`src/hw/jfcc_consts.svh`:
```
`ifndef JFCC_CONSTS_SVH
`define JFCC_CONSTS_SVH
// Rising-edge count width and the count that ends the mode
`define JFCC_RISE_CNT_W 2
`define JFCC_RISE_END 2'h2
`define JFCC_RISE_RST 2'h0
`define JFCC_RISE_STEP 2'h1
// Reset values of the pin history, first-edge marker and outputs
`define JFCC_TMS_RST 1'h1
`define JFCC_FIRST_RST 1'h1
`define JFCC_OUT_RST 1'h0
`endif

```
`src/hw/jfcc_pkg.sv`:
```
package jfcc_pkg;
    typedef enum logic [1:0] {
        JFCC_ARMED,
        JFCC_ACTIVE,
        JFCC_DONE
    } jfcc_state_t;
endpackage

```
`src/hw/jfcc_top.sv`:
```
`include "jfcc_consts.svh"

module jfcc_top (
    input wire logic mclk,
    input wire logic arst_n,
    input wire logic tms,
    input wire logic fuse_blown,
    output logic fuse_sense_current,
    output logic fuse_check_active,
    output logic test_access_deny,
    output logic tap_bypass
);
    // The pin is sampled on every rising clock edge. The detector walks from
    // armed to active on the first fall and to done on the second rise.
    // Every output is registered, so each one answers one edge after
    // the sample that caused it. A host that leaves the pin at its
    // idle-high level never turns the sense path on, even while the
    // mode is active.

    // Detector state and its next value
    jfcc_pkg::jfcc_state_t state_reg;
    jfcc_pkg::jfcc_state_t state_next;

    // Rising-edge counter; two bits are enough to hold the end count
    logic [`JFCC_RISE_CNT_W-1:0] rise_cnt_reg;
    logic [`JFCC_RISE_CNT_W-1:0] rise_cnt_next;

    // Pin history for the edge detector
    logic tms_prev_reg;
    logic tms_prev_next;

    // Marks the first sampling edge after power-on reset
    logic first_reg;
    logic first_next;

    // Next values of the registered outputs
    logic sense_next;
    logic active_next;
    logic deny_next;
    logic bypass_next;

    // Decoded pin and counter conditions
    logic tms_low;
    logic tms_rise;
    logic tms_fall;
    logic tms_fall_late;
    logic cnt_full;
    logic cnt_end_next;
    logic go_active;
    logic go_done;
    logic fuse_intact;

    // True when a count has reached the value that ends the mode
    function automatic logic jfcc_at_end(
        input logic [`JFCC_RISE_CNT_W-1:0] cnt
    );
        return (cnt == `JFCC_RISE_END);
    endfunction

    // Level decode of the sampled pin
    assign tms_low = !tms;

    // Edge detection on the synchronous pin. The history resets to the
    // idle-high level, so a high pin after reset never reads as a fall
    // and the first sample can never read as a rise.
    assign tms_rise = !first_reg && tms && !tms_prev_reg;
    assign tms_fall_late = tms_low && tms_prev_reg;

    // The first edge after reset has no real history; a low level there
    // stands for the activating fall, which covers a pin held low while
    // power came up
    assign tms_fall = first_reg ? tms_low : tms_fall_late;

    // Counter decode, shared by both live states
    assign cnt_full = jfcc_at_end(rise_cnt_reg);
    assign cnt_end_next = jfcc_at_end(rise_cnt_next);

    // Saturating rise counter; it never wraps, so a long burst of pin
    // activity cannot bring the count round and re-arm the mode
    assign rise_cnt_next = (tms_rise && !cnt_full) ?
        rise_cnt_reg + `JFCC_RISE_STEP : rise_cnt_reg;

    // Transition requests; the end count wins over a fall in one cycle
    assign go_done = cnt_end_next;
    assign go_active = tms_fall && !go_done;

    // Mode sequencing: armed until the first fall, active until the
    // second rise, then done until the next power-on reset
    always_comb begin
        state_next = state_reg;
        case (state_reg)
            jfcc_pkg::JFCC_ARMED: begin
                if (go_done) begin
                    state_next = jfcc_pkg::JFCC_DONE;
                end else if (go_active) begin
                    state_next = jfcc_pkg::JFCC_ACTIVE;
                end
            end
            jfcc_pkg::JFCC_ACTIVE: begin
                if (go_done) begin
                    state_next = jfcc_pkg::JFCC_DONE;
                end
            end
            jfcc_pkg::JFCC_DONE: begin
                // No pin activity leaves this state; only reset does
                state_next = jfcc_pkg::JFCC_DONE;
            end
            default: begin
                // An unused code falls to the safe, inactive state
                state_next = jfcc_pkg::JFCC_DONE;
            end
        endcase
    end

    // History and first-edge marker next values
    assign tms_prev_next = tms;
    assign first_next = 1'h0;

    // The mode output follows the state the detector moves to, so it
    // stands in the same cycle as the state register
    assign active_next = (state_next == jfcc_pkg::JFCC_ACTIVE);

    // Sense path only while active with the pin low. A blown fuse keeps
    // it off: there is nothing left to test and the current is wasted.
    assign fuse_intact = !fuse_blown;
    assign sense_next = active_next && tms_low && fuse_intact;

    // Lock-out follows the fuse state; there is no way back short of a
    // new fuse, so no override is offered
    assign deny_next = fuse_blown;
    assign bypass_next = fuse_blown;

    // Detector state; every power-on reset re-arms the mode, which is
    // the only way out of the done state
    always_ff @(posedge mclk or negedge arst_n) begin
        if (!arst_n) begin
            state_reg <= jfcc_pkg::JFCC_ARMED;
        end else begin
            state_reg <= state_next;
        end
    end

    // Rise counter; cleared by reset so the count always starts from
    // power-up and never carries over from an earlier session
    always_ff @(posedge mclk or negedge arst_n) begin
        if (!arst_n) begin
            rise_cnt_reg <= `JFCC_RISE_RST;
        end else begin
            rise_cnt_reg <= rise_cnt_next;
        end
    end

    // Pin history; resets to the idle-high level so that release of
    // reset with the pin high does not make a false edge
    always_ff @(posedge mclk or negedge arst_n) begin
        if (!arst_n) begin
            tms_prev_reg <= `JFCC_TMS_RST;
        end else begin
            tms_prev_reg <= tms_prev_next;
        end
    end

    // First-edge marker; high for exactly one sampling edge after
    // reset is released
    always_ff @(posedge mclk or negedge arst_n) begin
        if (!arst_n) begin
            first_reg <= `JFCC_FIRST_RST;
        end else begin
            first_reg <= first_next;
        end
    end

    // Sense path enable; off during reset so no current flows while
    // the supply is still coming up
    always_ff @(posedge mclk or negedge arst_n) begin
        if (!arst_n) begin
            fuse_sense_current <= `JFCC_OUT_RST;
        end else begin
            fuse_sense_current <= sense_next;
        end
    end

    // Mode flag, registered so the outside sees a clean level that
    // never glitches with the pin
    always_ff @(posedge mclk or negedge arst_n) begin
        if (!arst_n) begin
            fuse_check_active <= `JFCC_OUT_RST;
        end else begin
            fuse_check_active <= active_next;
        end
    end

    // Access denial; follows the fuse input one edge late
    // like every other output
    always_ff @(posedge mclk or negedge arst_n) begin
        if (!arst_n) begin
            test_access_deny <= `JFCC_OUT_RST;
        end else begin
            test_access_deny <= deny_next;
        end
    end

    // Bypass request to the test access block; kept apart from the
    // denial so each can be routed to its own consumer
    always_ff @(posedge mclk or negedge arst_n) begin
        if (!arst_n) begin
            tap_bypass <= `JFCC_OUT_RST;
        end else begin
            tap_bypass <= bypass_next;
        end
    end
endmodule

```
`config.mk`:
```
export PLATFORM = sky130hd
export DESIGN_NAME = jfcc_top
export DESIGN_NICKNAME = d
export VERILOG_FILES = /design/src/hw/jfcc_pkg.sv /design/src/hw/jfcc_top.sv
export VERILOG_INCLUDE_DIRS = /design/src /design/src/hw
export SDC_FILE = /design/constraint.sdc
export NUM_CORES = 1
export LEC_CHECK = 0
export BUFFER_PORTS_ARGS = -buffer_cell sky130_fd_sc_hd__buf_2
export CAP_MARGIN = 20
export CORE_AREA = 8 8 45 47
export CTS_CLUSTER_DIAMETER = 100
export DETAILED_ROUTE_END_ITERATION = 10
export DIE_AREA = 0 0 53 55
export PLACE_DENSITY = 0.48
export SLEW_MARGIN = 20
export SYNTH_ARGS = -nofsm -noshare
export SYNTH_HDL_FRONTEND = slang
export SYNTH_SLANG_ARGS = --single-unit
```
`constraint.sdc`:
```
create_clock -name mclk -period 2.26 [get_ports mclk]
set_clock_uncertainty 0.2 [all_clocks]
set_input_delay 0.113 -clock mclk [delete_from_list [all_inputs] [get_ports mclk]]
set_output_delay 0.113 -clock mclk [all_outputs]
set_load 0.02 [all_outputs]
```
==> results.py <==
metrics = {
    "status": {
        "status": "finished, final reports clean",
    },
    "synthesis": {
        "synth_top_cell_by_area": "dfrtp_1",
        "syn_area_per_cell_um2": 12.4,
        "synth-edff-count": 0,
        "synth.most_common_cell": "dfrtp_1",
        "synthesis.nets": 34,
        "yosysUniqueCellTypes": 18,
        "synth_cells": 29,
        "synth-seq-cells": 9,
        "ys_top_cells_by_area": "dfrtp_1 49%, dfstp_2 15%, nor3_1 4.2%",
        "ys_seq_area_share_pct": 63.2,
        "synth_top_area_share_pct": 48.6,
        "ys_warn_count": 0,
        "synth_area_um2": 360,
        "ys_top_cells_by_count": "7 x dfrtp_1, 3 x nor3_1, 2 x dfstp_2, 2 x nand2b_1, 2 x nor2_1",
        "yosys_most_used_dff": "dfrtp_1",
        "async_reset_ff_share_pct": 100,
    },
    "sta": {
        "hold_viol": 0,
        "slew_violations": 0,
        "setup_tns_ps": 0,
        "timing.hold.ws_ps": 28.1,
        "setup_slack_ps": 303,
        "finalCriticalPeriod_ps": 1960,
        "setup_viol": 0,
        "fmax_ghz": 0.511,
        "rsz0062_at_grt": "false",
        "fin_crit_sh_pct": 86.6,
    },
    "floorplanning": {
        "die_w_um": 53,
        "core_um2": 1380,
        "row_count": 14,
        "start_util_pct": 26.0,
        "die_area_um2": 2920,
        "dieHeight_um": 55,
        "io_pins": 8,
    },
    "routing": {
        "first_iter_violations": 0,
        "ant_nets": 0,
        "via_count": 241,
        "drc": 0,
        "drt_first_pass_iters": 1,
        "wl_per_cell_um": 10.9,
        "wirelength_um": 619,
        "routed_via_density": 4.23,
    },
    "placement": {
        "portBuffers": 7,
        "hpwl_um": 466,
        "place.gp.congestion": 0.728,
        "dp_slack_ps": 313,
    },
    "worst_setup_path": {
        "critPathKind": "reg2reg",
        "endpoint_kind": "register",
        "path_max_fanout": 4,
        "arrival_ps": 1910,
        "cp-start-kind": "register",
        "crit_required_ps": 2210,
    },
    "worst_hold_path": {
        "min_path_type": "in2async",
    },
    "clocking": {
        "hold_buffers": 3,
        "htreeDepth": 1,
        "cts_buffers": 3,
        "clockRootBuffer": "clkbuf_4",
        "cts_post_setup_buffers_inserted": 0,
        "cts.sinks": 9,
        "clockBufferDepth": 2,
        "cts_resized": 0,
        "cts_tree": "built",
        "path_clk_slew_ps": 60,
        "clk_latency_ps": 260,
    },
    "power_and_ir_drop": {
        "peakVddDrop_uv": 572,
        "power_switching_w": 0.000122,
        "switching_share_pct": 29.1,
        "power.internal_w": 0.000299,
        "sequentialPowerShare_pct": 47.6,
        "total_power_w": 0.000421,
        "cellLeakagePower_nw": 0.212,
        "power_frac_comb_pct": 22.3,
        "power_frac_clock_pct": 30.1,
        "p_per_area_nw_per_um2": 917,
    },
    "job": {
        "max_cap_violations": 0,
    },
    "global_routing": {
        "antenna_found_initial": 0,
        "grt_pass1_wl_um": 1000,
        "grt_pass1_vias": 252,
        "gr-usage-all-layers_pct": 5.24,
        "overflow": 0,
        "grt_max_degree": 10,
    },
    "finish": {
        "multi_input_area_um2": 116,
        "antenna_cells": 0,
        "drive_above_1_share_pct": 34.1,
        "layout.nets": 47,
        "regArea_um2": 228,
        "area_growth_pct": 27.4,
        "nFillCells": 148,
    },
}
==> stage by stage <==
step | cells | util [%] | area (um2)
after floorplan | 29 | - | 360
after global placement | 50 | 29.1 | 403
after detailed placement | 50 | 29.1 | 403
after CTS | 57 | 33.2 | 459
after global routing | 57 | 33.2 | 459
final | 57 | 33.2 | 459
==> layer usage <==
metal	vias to the layer above	track usage (%)	share of wire [%]
met5	-	0	0
met4	0	3.88	1.5
met3	2	5.35	17
met2	9	7.42	42
met1	113	4.36	39
li1	117	-	-
==> path summary, 6_finish.rpt <==
path                            startpoint            to  slack, ps  depth (start not counted)
max reg2reg                rise_cnt_reg[0]  state_reg[1]        300                          5
max in group asynchronous           arst_n  tms_prev_reg       1590                          2
max                        rise_cnt_reg[0]  state_reg[1]        300                          5
min in group mclk             state_reg[1]  state_reg[0]        290                          1
min                                 arst_n  state_reg[1]         30                          2
min reg2reg                   state_reg[1]  state_reg[0]        290                          1
==> power by group through the flow <==
stage               registers, W  logic [W]  clock network, W
finish                  0.000201  0.0000938          0.000127
global route            0.000206   0.000108          0.000138
CTS                     0.000201  0.0000960          0.000133
detailed placement      0.000204  0.0000910                 0
global placement        0.000202  0.0000858                 0
floorplan               0.000202  0.0000712                 0
==> critical path, cell delays in order (launching register included) <==
cell,delay (ps)
dfrtp_1,390
inv_1,60
ha_1,190
or4b_1,580
mux2i_2,220
or2_1,210
==> placed cells by master, fill, tap and decap left out, types with 2 or more instances in the layout <==
cell type,n
nand2b_1,2
clkbuf_4,3
dfrtp_1,7
nor3_1,3
dlygate4sd3_1,3
nor2_1,2
buf_2,7
dfstp_2,2
==> layout make-up <==
cell class | instances | area share [%]
Timing Repair Buffer | 10 | 14.2
Sequential cell | 9 | 49.6
Tap cell | 16 | 4.36
Multi-Input combinational cell | 17 | 25.3
Clock buffer | 4 | 5.72
Inverter | 1 | 0.817
==> logic make-up (layout without fill, tap and decap cells) <==
| logic type | count (synthesis) | count (layout) | synth area share [%] |
|---|---|---|---|
| AO/OA/AOI/OAI | 2 | 2 | 4.17 |
| XOR/XNOR | 1 | 1 | 2.43 |
| adder cells (fa/ha/maj) | 1 | 1 | 3.47 |
| buffers and inverters | 3 | 15 | 4.51 |
| flip-flops | 9 | 9 | 63.2 |
| multiplexers | 1 | 1 | 3.82 |
| other | 1 | 1 | 1.04 |
| AND/OR/NAND/NOR | 11 | 11 | 17.4 |
Power figures use the tool's default switching activity.
